===== src/hw/iam_consts.vh =====
// Constants of the index address modifier: register offsets, fields, timing.
// Assumes inclusion by bare name from the hw/ folder.
`ifndef IAM_CONSTS_VH
`define IAM_CONSTS_VH

// Register byte offsets
`define IAM_OFF_OPADDR   8'h00
`define IAM_OFF_OPP      8'h04
`define IAM_OFF_OPQ      8'h08
`define IAM_OFF_BANK     8'h0c
`define IAM_OFF_IXCMD    8'h10
`define IAM_OFF_IXRES    8'h14
`define IAM_OFF_STATUS   8'h18
`define IAM_OFF_IXLOC    8'h1c

// Operand address write fields
`define IAM_ADDR_LSB     0
`define IAM_ADDR_MSB     19
`define IAM_FLAG_LSB     20
`define IAM_FLAG_MSB     22
`define IAM_BIT_INDIR    23
`define IAM_BIT_CORE     24
`define IAM_BIT_QSEL     25

// Index command fields
`define IAM_MOD_LSB      0
`define IAM_MOD_MSB      19
`define IAM_BIT_MODNEG   20
`define IAM_SEL_LSB      21
`define IAM_SEL_MSB      23
`define IAM_OP_LSB       24
`define IAM_OP_MSB       27

// Index operation digits (second digit of codes 61..67)
`define IAM_OP_BX        4'h1
`define IAM_OP_BXM       4'h2
`define IAM_OP_BCX       4'h3
`define IAM_OP_BCXM      4'h4
`define IAM_OP_BLX       4'h5
`define IAM_OP_BLXM      4'h6
`define IAM_OP_BSX       4'h7

// Status bits
`define IAM_ST_BUSY      0
`define IAM_ST_ADDRCHK   1
`define IAM_ST_INVALID   2
`define IAM_ST_INDIR     3
`define IAM_ST_BRANCH    4

// Bank codes and reset value
`define IAM_BANK_NONE    2'h0
`define IAM_BANK_ONE     2'h1
`define IAM_BANK_TWO     2'h2
`define IAM_BANK_RESET   2'h0

// Core locations of register storage
`define IAM_LOC_BANK1    9'h131
`define IAM_LOC_BANK2    9'h159
`define IAM_LOC_PSEUDO1  9'h12c
`define IAM_LOC_PSEUDO2  9'h154
`define IAM_LOC_STEP     9'h005

// Timing
`define IAM_CLK_NS       50
`define IAM_IDX_EXTRA_NS 50000

`endif


===== src/hw/iam_ix_mem.v =====
// Storage of both index register bands plus their pseudo register zero.
// Assumes one clock; read data registered, valid one edge after address.
`timescale 1ns/10ps
module iam_ix_mem #(
    parameter AW = 4,
    parameter DW = 21
) (
    // Clock
    input  wire          ref_clk,
    // Write port
    input  wire          wrEn,
    input  wire [AW-1:0] wrAddr,
    input  wire [DW-1:0] wrData,
    // Read port
    input  wire [AW-1:0] rdAddr,
    output reg  [DW-1:0] rdData
);
    reg [DW-1:0] mem [0:(1<<AW)-1];

    always @(posedge ref_clk) begin
        if (wrEn) begin
            mem[wrAddr] <= wrData;
        end
        rdData <= mem[rdAddr];
    end
endmodule // iam_ix_mem


===== src/hw/iam_dec_serial.v =====
// Digit-serial five digit decimal adder; subtract adds the ten's complement.
// Assumes start is a one-cycle pulse and is not repeated before done.
`timescale 1ns/10ps
module iam_dec_serial #(
    parameter DIGITS = 5
) (
    // Clock and reset
    input  wire                ref_clk,
    input  wire                rst_n,
    // Request
    input  wire                start,
    input  wire [4*DIGITS-1:0] aIn,
    input  wire [4*DIGITS-1:0] bIn,
    input  wire                sub,
    // Answer
    output reg  [4*DIGITS-1:0] sumOut,
    output reg                 carryOut,
    output reg                 done
);
    reg [4*DIGITS-1:0] aSh_q;
    reg [4*DIGITS-1:0] bSh_q;
    reg                sub_q;
    reg                carry_q;
    reg                busy_q;
    reg [3:0]          cnt_q;
    wire [4:0]         digSum;

    function [4:0] digAdd;
        input [3:0] a;
        input [3:0] b;
        input       s;
        input       c;
        reg   [4:0] t;
        begin
            t = {1'b0, a} + {1'b0, (s ? (4'h9 - b) : b)} + {4'h0, c};
            digAdd = (t > 5'h09) ? {1'b1, t[3:0] - 4'ha} : t;
        end
    endfunction

    assign digSum = digAdd(aSh_q[3:0], bSh_q[3:0], sub_q, carry_q);

    always @(posedge ref_clk) begin
        if (!rst_n) begin
            aSh_q    <= {4*DIGITS{1'b0}};
            bSh_q    <= {4*DIGITS{1'b0}};
            sub_q    <= 1'b0;
            carry_q  <= 1'b0;
            busy_q   <= 1'b0;
            cnt_q    <= 4'h0;
            sumOut   <= {4*DIGITS{1'b0}};
            carryOut <= 1'b0;
            done     <= 1'b0;
        end else begin
            done <= 1'b0;
            if (start) begin
                aSh_q   <= aIn;
                bSh_q   <= bIn;
                sub_q   <= sub;
                carry_q <= sub;
                cnt_q   <= 4'h0;
                busy_q  <= 1'b1;
            end else if (busy_q) begin
                // Units digit first, one digit per edge
                aSh_q   <= aSh_q >> 4;
                bSh_q   <= bSh_q >> 4;
                sumOut  <= {digSum[3:0], sumOut[4*DIGITS-1:4]};
                carry_q <= digSum[4];
                cnt_q   <= cnt_q + 4'h1;
                if (cnt_q == DIGITS - 1) begin
                    busy_q   <= 1'b0;
                    carryOut <= digSum[4];
                    done     <= 1'b1;
                end
            end
        end
    end
endmodule // iam_dec_serial


===== src/hw/iam_index_modifier.v =====
// Index address modifier: two bands of index registers, address indexing,
// register modification and bank selection behind a plain register port.
// Assumes one 20 MHz clock; software fetches indirect words itself.
//
// The strobed register port and the address map are this design's own decisions.
`timescale 1ns/10ps
`include "iam_consts.vh"
module iam_index_modifier #(
    parameter DIGITS    = 5,
    parameter FETCH_CYC = (`IAM_IDX_EXTRA_NS + `IAM_CLK_NS - 1) / `IAM_CLK_NS
) (
    // Clock and reset
    input  wire        ref_clk,
    input  wire        rst_n,
    input  wire        consoleReset,
    // Register port
    input  wire [7:0]  regAddr,
    input  wire [31:0] regWrData,
    input  wire        regWr,
    input  wire        regRd,
    output reg  [31:0] regRdData,
    // Status outputs
    output reg         fetchBusy,
    output reg         haltReq,
    output reg         memAddrCheck
);
    localparam AW = 4 * DIGITS;
    localparam S_IDLE = 4'h0, S_A_RD = 4'h1, S_A_GO = 4'h2, S_A_ADD = 4'h3, S_STALL = 4'h4;
    localparam S_M_RD = 4'h5, S_M_GO = 4'h6, S_M_ADD = 4'h7, S_M_FIX = 4'h8, S_M_WR = 4'h9;

    reg  [3:0]    state_q;
    reg  [1:0]    bank_q;
    reg  [25:0]   opAddr_q;
    reg  [AW-1:0] opP_q;
    reg  [AW-1:0] opQ_q;
    reg  [27:0]   ixCmd_q;
    reg  [AW:0]   ixRes_q;
    reg  [8:0]    ixLoc_q;
    reg  [9:0]    stall_q;
    reg  [AW-1:0] effAddr_q;
    reg           addrChk_q;
    reg           invalid_q;
    reg           indir_q;
    reg           branch_q;
    reg           xSign_q;
    reg           subMode_q;
    reg  [3:0]    memAddr_q;
    reg           memWr_q;
    reg  [AW:0]   memWrData_q;
    reg           addStart_q;
    reg  [AW-1:0] addA_q;
    reg  [AW-1:0] addB_q;
    reg           addSub_q;
    wire [AW:0]   memRd;
    wire [AW-1:0] addSum;
    wire          addCarry;
    wire          addDone;
    wire          busy;
    wire          wrAddr;
    wire          wrCmd;
    wire          setChk;
    wire          setInv;
    wire          setIndir;
    wire [2:0]    addrSel;
    wire [2:0]    cmdSel;
    wire [3:0]    cmdOp;
    reg  [31:0]   rdMux;

    // Binary location of a register in core storage
    function [8:0] ixLoc;
        input [1:0] bank;
        input [2:0] sel;
        begin
            if (sel == 3'h0) begin
                ixLoc = (bank == `IAM_BANK_TWO) ? `IAM_LOC_PSEUDO2 : `IAM_LOC_PSEUDO1;
            end else begin
                ixLoc = ((bank == `IAM_BANK_TWO) ? `IAM_LOC_BANK2 : `IAM_LOC_BANK1)
                        + `IAM_LOC_STEP * {6'h0, sel - 3'h1};
            end
        end
    endfunction

    assign busy     = (state_q != S_IDLE);
    assign wrAddr   = regWr && (regAddr == `IAM_OFF_OPADDR) && !busy;
    assign wrCmd    = regWr && (regAddr == `IAM_OFF_IXCMD) && !busy;
    assign addrSel  = regWrData[`IAM_FLAG_MSB:`IAM_FLAG_LSB];
    assign cmdSel   = regWrData[`IAM_SEL_MSB:`IAM_SEL_LSB];
    assign cmdOp    = regWrData[`IAM_OP_MSB:`IAM_OP_LSB];
    assign setChk   = (state_q == S_A_ADD) && addDone && addSub_q && !addCarry;
    assign setInv   = wrCmd && (bank_q == `IAM_BANK_NONE)
                      && (cmdOp >= `IAM_OP_BX) && (cmdOp <= `IAM_OP_BSX);
    assign setIndir = wrAddr && regWrData[`IAM_BIT_INDIR];

    iam_ix_mem #(.AW(4), .DW(AW + 1)) u_mem (
        .ref_clk (ref_clk),
        .wrEn    (memWr_q),
        .wrAddr  (memAddr_q),
        .wrData  (memWrData_q),
        .rdAddr  (memAddr_q),
        .rdData  (memRd)
    );

    iam_dec_serial #(.DIGITS(DIGITS)) u_add (
        .ref_clk  (ref_clk),
        .rst_n    (rst_n),
        .start    (addStart_q),
        .aIn      (addA_q),
        .bIn      (addB_q),
        .sub      (addSub_q),
        .sumOut   (addSum),
        .carryOut (addCarry),
        .done     (addDone)
    );

    // Bank selection survives console reset, only power-up or a bank write of 0 clears it
    always @(posedge ref_clk) begin
        if (!rst_n) begin
            bank_q <= `IAM_BANK_RESET;
        end else if (regWr && (regAddr == `IAM_OFF_BANK) && (regWrData[1:0] != 2'h3)) begin
            bank_q <= regWrData[1:0];
        end
    end

    // Sticky flags: a set in the same cycle as a clear wins
    always @(posedge ref_clk) begin
        if (!rst_n) begin
            addrChk_q <= 1'b0;
            invalid_q <= 1'b0;
            indir_q   <= 1'b0;
        end else begin
            if (consoleReset || (regWr && (regAddr == `IAM_OFF_STATUS))) begin
                addrChk_q <= consoleReset ? 1'b0 : addrChk_q & ~regWrData[`IAM_ST_ADDRCHK];
                invalid_q <= consoleReset ? 1'b0 : invalid_q & ~regWrData[`IAM_ST_INVALID];
                indir_q   <= consoleReset ? 1'b0 : indir_q & ~regWrData[`IAM_ST_INDIR];
            end
            if (setChk) addrChk_q <= 1'b1;
            if (setInv) invalid_q <= 1'b1;
            if (setIndir) indir_q <= 1'b1;
        end
    end

    always @(posedge ref_clk) begin
        if (!rst_n) begin
            state_q     <= S_IDLE;
            opAddr_q    <= 26'h0;
            opP_q       <= {AW{1'b0}};
            opQ_q       <= {AW{1'b0}};
            ixCmd_q     <= 28'h0;
            ixRes_q     <= {(AW+1){1'b0}};
            ixLoc_q     <= 9'h0;
            stall_q     <= 10'h0;
            effAddr_q   <= {AW{1'b0}};
            branch_q    <= 1'b0;
            xSign_q     <= 1'b0;
            subMode_q   <= 1'b0;
            memAddr_q   <= 4'h0;
            memWr_q     <= 1'b0;
            memWrData_q <= {(AW+1){1'b0}};
            addStart_q  <= 1'b0;
            addA_q      <= {AW{1'b0}};
            addB_q      <= {AW{1'b0}};
            addSub_q    <= 1'b0;
        end else begin
            addStart_q <= 1'b0;
            memWr_q    <= 1'b0;
            case (state_q)
            S_IDLE: begin
                if (wrAddr) begin
                    opAddr_q  <= regWrData[25:0];
                    effAddr_q <= regWrData[`IAM_ADDR_MSB:`IAM_ADDR_LSB];
                    memAddr_q <= {bank_q == `IAM_BANK_TWO, addrSel};
                    // Flags stripped; register zero never used for addresses
                    if (addrSel != 3'h0 && regWrData[`IAM_BIT_CORE]
                        && bank_q != `IAM_BANK_NONE) begin
                        state_q <= S_A_RD;
                    end else if (regWrData[`IAM_BIT_QSEL]) begin
                        opQ_q <= regWrData[`IAM_ADDR_MSB:`IAM_ADDR_LSB];
                    end else begin
                        opP_q <= regWrData[`IAM_ADDR_MSB:`IAM_ADDR_LSB];
                    end
                end else if (wrCmd && !setInv && cmdOp >= `IAM_OP_BX && cmdOp <= `IAM_OP_BSX) begin
                    ixCmd_q   <= regWrData[27:0];
                    memAddr_q <= {bank_q == `IAM_BANK_TWO, cmdSel};
                    ixLoc_q   <= ixLoc(bank_q, cmdSel);
                    state_q   <= S_M_RD;
                end
            end
            S_A_RD: state_q <= S_A_GO;
            S_A_GO: begin
                // Magnitude only, sign bit decides add or complement add
                addA_q     <= effAddr_q;
                addB_q     <= memRd[AW-1:0];
                addSub_q   <= memRd[AW];
                addStart_q <= 1'b1;
                state_q    <= S_A_ADD;
            end
            S_A_ADD: begin
                if (addDone) begin
                    // Top carry dropped; a borrow leaves the ten's complement
                    effAddr_q <= addSum;
                    stall_q   <= 10'h0;
                    state_q   <= S_STALL;
                end
            end
            S_STALL: begin
                stall_q <= stall_q + 10'h1;
                if (stall_q == FETCH_CYC - 1) begin
                    // Sum lands in the operand register only; a borrow in the add has already set the address check
                    if (opAddr_q[`IAM_BIT_QSEL]) begin
                        opQ_q <= effAddr_q;
                    end else begin
                        opP_q <= effAddr_q;
                    end
                    state_q <= S_IDLE;
                end
            end
            S_M_RD: state_q <= S_M_GO;
            S_M_GO: begin
                xSign_q <= memRd[AW];
                if (ixCmd_q[`IAM_OP_MSB:`IAM_OP_LSB] == `IAM_OP_BSX) begin
                    ixRes_q <= memRd;
                    state_q <= S_IDLE;
                end else if (ixCmd_q[`IAM_OP_MSB:`IAM_OP_LSB] >= `IAM_OP_BLX) begin
                    ixRes_q <= ixCmd_q[AW:0];
                    state_q <= S_M_WR;
                end else begin
                    addA_q     <= memRd[AW-1:0];
                    addB_q     <= ixCmd_q[AW-1:0];
                    addSub_q   <= memRd[AW] ^ ixCmd_q[`IAM_BIT_MODNEG];
                    subMode_q  <= memRd[AW] ^ ixCmd_q[`IAM_BIT_MODNEG];
                    addStart_q <= 1'b1;
                    state_q    <= S_M_ADD;
                end
            end
            S_M_ADD: begin
                if (addDone) begin
                    if (!subMode_q || addCarry) begin
                        // No sign change: an add's overflow digit is lost and refuses the branch
                        ixRes_q  <= {xSign_q, addSum};
                        branch_q <= (addSum != {AW{1'b0}}) && !(!subMode_q && addCarry);
                        state_q  <= S_M_WR;
                    end else begin
                        // Sign change: recomplement to true magnitude
                        addA_q     <= {AW{1'b0}};
                        addB_q     <= addSum;
                        addSub_q   <= 1'b1;
                        addStart_q <= 1'b1;
                        state_q    <= S_M_FIX;
                    end
                end
            end
            S_M_FIX: begin
                if (addDone) begin
                    ixRes_q  <= {~xSign_q, addSum};
                    branch_q <= 1'b0;
                    state_q  <= S_M_WR;
                end
            end
            S_M_WR: begin
                memWr_q     <= 1'b1;
                memWrData_q <= ixRes_q;
                state_q     <= S_IDLE;
            end
            default: state_q <= S_IDLE;
            endcase
        end
    end

    // Read decode; indicator reads have no side effect
    always @* begin
        rdMux = 32'h0;
        if (regAddr == `IAM_OFF_OPADDR) begin
            rdMux = {6'h0, opAddr_q};
        end else if (regAddr == `IAM_OFF_OPP) begin
            rdMux = {{(32-AW){1'b0}}, opP_q};
        end else if (regAddr == `IAM_OFF_OPQ) begin
            rdMux = {{(32-AW){1'b0}}, opQ_q};
        end else if (regAddr == `IAM_OFF_BANK) begin
            rdMux = {29'h0, bank_q == `IAM_BANK_TWO, bank_q == `IAM_BANK_ONE,
                     bank_q == `IAM_BANK_NONE};
        end else if (regAddr == `IAM_OFF_IXCMD) begin
            rdMux = {4'h0, ixCmd_q};
        end else if (regAddr == `IAM_OFF_IXRES) begin
            rdMux = {{(31-AW){1'b0}}, ixRes_q};
        end else if (regAddr == `IAM_OFF_STATUS) begin
            rdMux = {27'h0, branch_q, indir_q, invalid_q, addrChk_q, busy};
        end else if (regAddr == `IAM_OFF_IXLOC) begin
            rdMux = {23'h0, ixLoc_q};
        end
    end

    always @(posedge ref_clk) begin
        if (!rst_n) begin
            regRdData    <= 32'h0;
            fetchBusy    <= 1'b0;
            haltReq      <= 1'b0;
            memAddrCheck <= 1'b0;
        end else begin
            regRdData    <= regRd ? rdMux : 32'h0;
            fetchBusy    <= busy;
            haltReq      <= invalid_q;
            memAddrCheck <= addrChk_q;
        end
    end
endmodule // iam_index_modifier


===== config.mk =====
export PLATFORM = sky130hd
export DESIGN_NAME = iam_index_modifier
export DESIGN_NICKNAME = d
export VERILOG_FILES = /design/src/hw/iam_ix_mem.v /design/src/hw/iam_dec_serial.v /design/src/hw/iam_index_modifier.v
export VERILOG_INCLUDE_DIRS = /design/src /design/src/hw
export SDC_FILE = /design/constraint.sdc
export NUM_CORES = 1
export LEC_CHECK = 0
export ABC_AREA = 1
export ABC_CLOCK_PERIOD_IN_PS = 2550
export BUFFER_PORTS_ARGS = -buffer_cell sky130_fd_sc_hd__buf_2
export CAP_MARGIN = 30
export CORE_MARGIN = 2
export CORE_UTILIZATION = 40
export CTS_BUF_LIST = sky130_fd_sc_hd__clkbuf_8
export DETAILED_ROUTE_END_ITERATION = 7
export GPL_ROUTABILITY_DRIVEN = 0
export RECOVER_POWER = 25
export SLEW_MARGIN = 20
export SYNTH_ARGS = -nofsm -noshare
export SYNTH_HDL_FRONTEND = slang
export SYNTH_SLANG_ARGS = --single-unit

===== constraint.sdc =====
create_clock -name ref_clk -period 2.55 [get_ports ref_clk]
set_clock_uncertainty 0.15 [all_clocks]
set_input_delay 0.1275 -clock ref_clk [delete_from_list [all_inputs] [get_ports ref_clk]]
set_output_delay 0.1275 -clock ref_clk [all_outputs]
set_load 0.01 [all_outputs]

==> flow_summary.toml, run 1 <==
[synthesis]
synth_cells = 2992
ys_ff_latch = 691
syn_area_per_cell_um2 = 9.37
yosys.area_share.xor_xnor_pct = 0.156
synth.distinct_cells = 44
synthSimpleGateAreaFrac_pct = 15.4
synth_compound_area_share_pct = 16.0
synth_top_family_by_area = "compound AO/OA/AOI/OAI gates"
synthAdderAreaFrac_pct = 0.947
ys_warn_count = 0
synth-seq-area-share_pct = 61.4
synth.area.mux_share_pct = 0
syn_area_mm2 = 0.0280

[timing]
worst_slack_ps = -51.6
post-route-period-util_pct = 102
max_slew_margin_pct = 31.5
tns_ps = -128
rsz0062_at_grt = "yes"
fin_crit_ps = 2600
worst-slew-pin-transition_ps = 1020
setup_viol = 3
hold_viol_final = 0
drv_slew = 0
hold_ws_ps = 124
fmax_mhz = 384

[power]
power_frac_seq_pct = 48.2
vdd_drop_max_mv = 0.589
pwr-share-clk_pct = 35.0
p_leak_nw = 12.5
intPower_mw = 18.8
power.switching_mw = 7.98
pwr-share-comb_pct = 16.8
p_per_area_mw_per_mm2 = 819
p_sw_share_pct = 29.8

[layout]
ff_latch_area_mm2 = 0.0172
syn_to_final_growth_pct = 16.7
nets = 3216
layout_common_cells = "nand2_1, dfxtp_1, edfxtp_1"
fin_area_mm2 = 0.0327
final_util_pct = 46.9
layout-drive-gt1-share_pct = 12.5
final_common_cell = "nand2_1"
num-fill-cells = 6567
multi_input_area_mm2 = 0.00932

[floorplanning]
fp.dieArea_mm2 = 0.0722
fp-row-count = 97
core_mm2 = 0.0697
initial_core_util_pct = 40.2
io_pins = 80
die_h_um = 269
die_x_um = 269

[routing]
routed_wl_mm = 82.9
ant_nets = 0
drtIter0Drc = 1912
viasPerCell = 5.38
drc_errors = 0
wl_per_cell_um = 19.8
vias = 22500
drt_pass1_iterations = 6

[worst_setup_path]
crit_arrival_ps = 3020
slowest_stage = "fa_2"
path_max_fanout = 5
criticalPathCategory = "flop to flop"
cp_num_buf_inv = 4
cpLargestDelayFamily = "adder cells"
worstPathCellList = "xnor2_2, fa_2, inv_2, fa_2, inv_4, ha_4, inv_2, o21ai_2, nand2_1, inv_1, nand2_2, nand2_4, nand2_1, nand3_1, a21oi_1"
slowest_delay_ps = 460
worstPathRequired_ps = 2970
cp-end-kind = "flop"
start_kind = "flop"

[place]
pre_cts_ws_ps = -177
port_buffers = 71
dp_hpwl_mm = 51.6
postPlaceCellArea_mm2 = 0.0297

[job]
max_cap_viol_count = 0

[clocking]
cts_tree = "built"
clkLatencyLatePin_ps = 740
htreeDepth = 3
path_clk_slew_ps = 60
clock_sinks = 691
cts_max_path_buffers = 3
numCtsBuffers = 109
cts_root_buf = "clkbuf_8"

[global_routing]
grt_pass1_wl_mm = 125
grt_pass1_vias = 21700
antenna_found_initial = 4
grt.total_usage_pct = 22.5
grt_max_degree = 237
grt_overflow_total = 0

[min_path]
hold_path.class = "primary input to flop"

[outcome]
violations = "setup timing"
run_status = "finished with violations"
tightest hold or removal path, stage by stage:
cell and delay, ps:
dlygate4sd3_1 520, buf_2 140, o21ai_0 80, nor2_1 80
registers in the layout, summed over array words and instances, names as in the netlist, 21 cells and up:
name	count
ixCmd_q	28
ixRes_q	21
memWrData_q	21
opAddr_q	26
regRdData	28
u_mem.mem	336
u_mem.rdData	21
power groups by stage:
stage | logic, mW | registers [mW] | clock network [mW]
after global routing | 4.99 | 13.0 | 10.1
after floorplan | 3.19 | 13.0 | 0
after global placement | 4.21 | 13.1 | 0
after CTS | 4.37 | 12.9 | 9.57
final | 4.49 | 12.9 | 9.37
after detailed placement | 4.27 | 13.1 | 0
logic make-up after synthesis:
| kind of cell | after synthesis |
|---|---|
| and+or+nand+nor | 1073 |
| adders and majority gates | 20 |
| xor gates and xnor gates | 5 |
| DFF | 691 |
| other | 1 |
| AOI/OAI and AO/OA | 775 |
| buffers and inverters | 427 |
per-layer routing:
| layer | track usage [%] | up-vias | share of wire [%] |
|---|---|---|---|
| met4 | 10.1 | 0 | 4.2 |
| met3 | 4.01 | 209 | 7.0 |
| met1 | 28.7 | 10800 | 41 |
| met2 | 37.4 | 868 | 48 |
| met5 | 0 | - | 0 |
| li1 | - | 10600 | - |
stage by stage:
step | total power, mW | instances
6_report | 26.8 | 4184
5_1_grt | 28.0 | 4182
4_1_cts | 26.8 | 4175
3_5_place_dp | 17.4 | 3917
3_3_place_gp | 17.3 | 3917
2_1_floorplan | 16.2 | 2995
synth_stat cells (all sizes together):
cell,count,area share [%]
a211oi,4,0.11
a21o,1,0.027
a21oi,235,4.2
a221oi,1,0.031
a22oi,193,5.2
a31oi,3,0.067
and2,1,0.022
buf,58,1.2
clkbuf,120,1.6
clkinv,2,0.027
conb,1,0.013
dfxtp,355,25
edfxtp,336,36
fa,2,0.14
ha,18,0.80
inv,247,3.3
nand2,645,8.7
nand3,55,1.0
nand3b,1,0.027
nand4,41,0.92
nor2,305,4.3
nor3,18,0.34
nor3b,2,0.054
nor4,5,0.11
o2111ai,2,0.085
o211ai,3,0.080
o21ai,280,5.0
o21bai,2,0.054
o221ai,1,0.031
o22ai,50,1.1
xnor2,3,0.094
xor2,2,0.063
final cells by class:
cell class | count | share of cell area (%)
inverters | 249 | 2.87
diodes | 3 | 0.0230
well taps | 940 | 3.60
multi-input cells | 1877 | 28.5
clock inverters | 69 | 1.20
clock buffers | 132 | 5.56
repair buffers | 223 | 5.65
flip-flops and latches | 691 | 52.6
path summary, 6_finish.rpt:
check                 startpoint               end  slack [ps]  cells past startpoint
setup / recovery  u_add.bSh_q[0]  u_add.sumOut[18]         -50                     15
hold / removal     regWrData[24]      opAddr_q[24]         120                      4
setup reg to reg  u_add.bSh_q[0]  u_add.sumOut[18]         -50                     15
hold reg to reg      ixCmd_q[22]       ixCmd_q[22]         300                      2
what timing repair did:
item                                   4_1_cts  5_1_grt
pin swaps                                    9       15
setup endpoints to repair                    5        8
endpoints found under the hold margin      223        0
gates resized for setup                     26       16
setup buffers                                7        5
cloned                                       0        1
hold buffers                                50        0
Note: power is estimated with default switching activity, not from simulation.
==> run 2, diff against run 1 <==
Settings changed: RECOVER_POWER 25 to 100.
==> run 2 against run 1 <==
The run still ends with setup timing left. Cell area down 0.15%. Clock power about the same. Total power is essentially flat. Critical path depth did not move. Setup slack got worse by 6.8 ps. Via count increased by 0.40%. Final cell count about the same. Wire length hardly changed. Maximum frequency is 0.26% lower. Critical path type unchanged.
==> flow_summary.toml, run 2 (same netlist as run 1, synthesis figures left out) <==
[clocking]
cts_root_buf = "clkbuf_8"
numCtsBuffers = 109
cts_tree = "built"
clock_sinks = 691
clkLatencyLatePin_ps = 730
path_clk_slew_ps = 60
cts_max_path_buffers = 3
htreeDepth = 3

[global_routing]
grt.total_usage_pct = 22.5
grt_overflow_total = 0
grt_max_degree = 237
grt_pass1_wl_mm = 125
grt_pass1_vias = 21700
antenna_found_initial = 4

[timing]
rsz0062_at_grt = "yes"
max_slew_margin_pct = 33.6
fmax_mhz = 383
tns_ps = -133
post-route-period-util_pct = 102
hold_viol_final = 0
fin_crit_ps = 2610
hold_ws_ps = 122
setup_viol = 3
worst-slew-pin-transition_ps = 987
worst_slack_ps = -58.4
drv_slew = 0

[place]
pre_cts_ws_ps = -177
postPlaceCellArea_mm2 = 0.0297
dp_hpwl_mm = 51.6
dp_cells = 3917
port_buffers = 71

[routing]
vias = 22600
wl_per_cell_um = 19.8
routed_wl_mm = 82.9
ant_nets = 0
drt_pass1_iterations = 6
drc_errors = 0
viasPerCell = 5.40
drtIter0Drc = 2056

[worst_setup_path]
criticalPathCategory = "flop to flop"
worstRegToRegCells = 15
start_kind = "flop"
crit_arrival_ps = 3030
worstPathRequired_ps = 2970
cp-end-kind = "flop"
path_max_fanout = 5

[layout]
layout_common_cells = "nand2_1, dfxtp_1, edfxtp_1"
fin_area_mm2 = 0.0327
nets = 3216
reg_top3 = "u_mem.mem (336), ixCmd_q (28), regRdData (28)"
final_common_cell = "nand2_1"
fin_cells = 4183
syn_to_final_growth_pct = 16.5
final_util_pct = 46.9
layout-drive-gt1-share_pct = 11.5
top_register = "u_mem.mem"
largest_register_ffs = 336
num-fill-cells = 6583

[power]
power_mw = 26.8
p_per_area_mw_per_mm2 = 819
intPower_mw = 18.8
pwr-share-clk_pct = 35.1
p_sw_share_pct = 29.8
vdd_drop_max_mv = 0.583
pwr-share-comb_pct = 16.7
power.switching_mw = 7.97
power_frac_seq_pct = 48.2
p_leak_nw = 12.4

[floorplanning]
die_h_um = 269
io_pins = 80
fp.dieArea_mm2 = 0.0722
die_x_um = 269
core_mm2 = 0.0697
fp-row-count = 97
initial_core_util_pct = 40.2

[outcome]
run_status = "finished with violations"
violations = "setup timing"

[min_path]
holdPathStages = 4
hold_path.class = "primary input to flop"

[job]
max_cap_viol_count = 0
## run 2: final timing paths
check / from / slack [ps] / to
max: u_add.bSh_q[0] / -60 / u_add.sumOut[18]
min reg2reg: ixCmd_q[22] / 300 / ixCmd_q[22]
max reg2reg: u_add.bSh_q[0] / -60 / u_add.sumOut[18]
min: regWrData[24] / 120 / opAddr_q[24]
## run 2: power groups by stage
stage / combinational [mW] / sequential [mW] / clock (mW)
after floorplan: 3.19 / 13.0 / 0
after global placement: 4.21 / 13.1 / 0
after detailed placement: 4.27 / 13.1 / 0
after CTS: 4.37 / 12.9 / 9.57
after global routing: 4.97 / 13.0 / 10.1
final: 4.47 / 12.9 / 9.38
## run 2: layout make-up
class                      instances  area, µm²  area share [%]
sequential                       691      17200            52.7
multi-input combinational       1877       9320            28.5
clock buffer                     132       1820            5.56
timing repair buffer             223       1800            5.53
tap                              940       1180            3.60
inverter                         249        937            2.87
clock inverter                    69        393            1.20
antenna                            2       5.00          0.0153
## run 2: critical path, stage by stage, from the launching register on
cell and delay, ps:
dfxtp_2 340, xnor2_2 150, fa_2 340, inv_2 70
fa_2 460, inv_4 110, ha_4 130, inv_2 30
o21ai_2 110, nand2_1 80, inv_1 80, nand2_2 80
nand2_4 110, nand2_1 70, nand3_1 90, a21oi_1 70
## run 2: per-layer routing
metal  GRT usage (%)  share of wire (%)
met2            37.4                 48
met1            28.7                 41
met3            4.01                6.9
met5               0                  0
met4            10.1                4.3
## run 2: timing repair
action,4_1_cts,5_1_grt
hold endpoints to repair,223,0
setup endpoints to repair,5,8
cloned,0,1
gates resized for setup,26,16
pin swaps,9,15
setup buffers,7,5
hold buffers,50,0
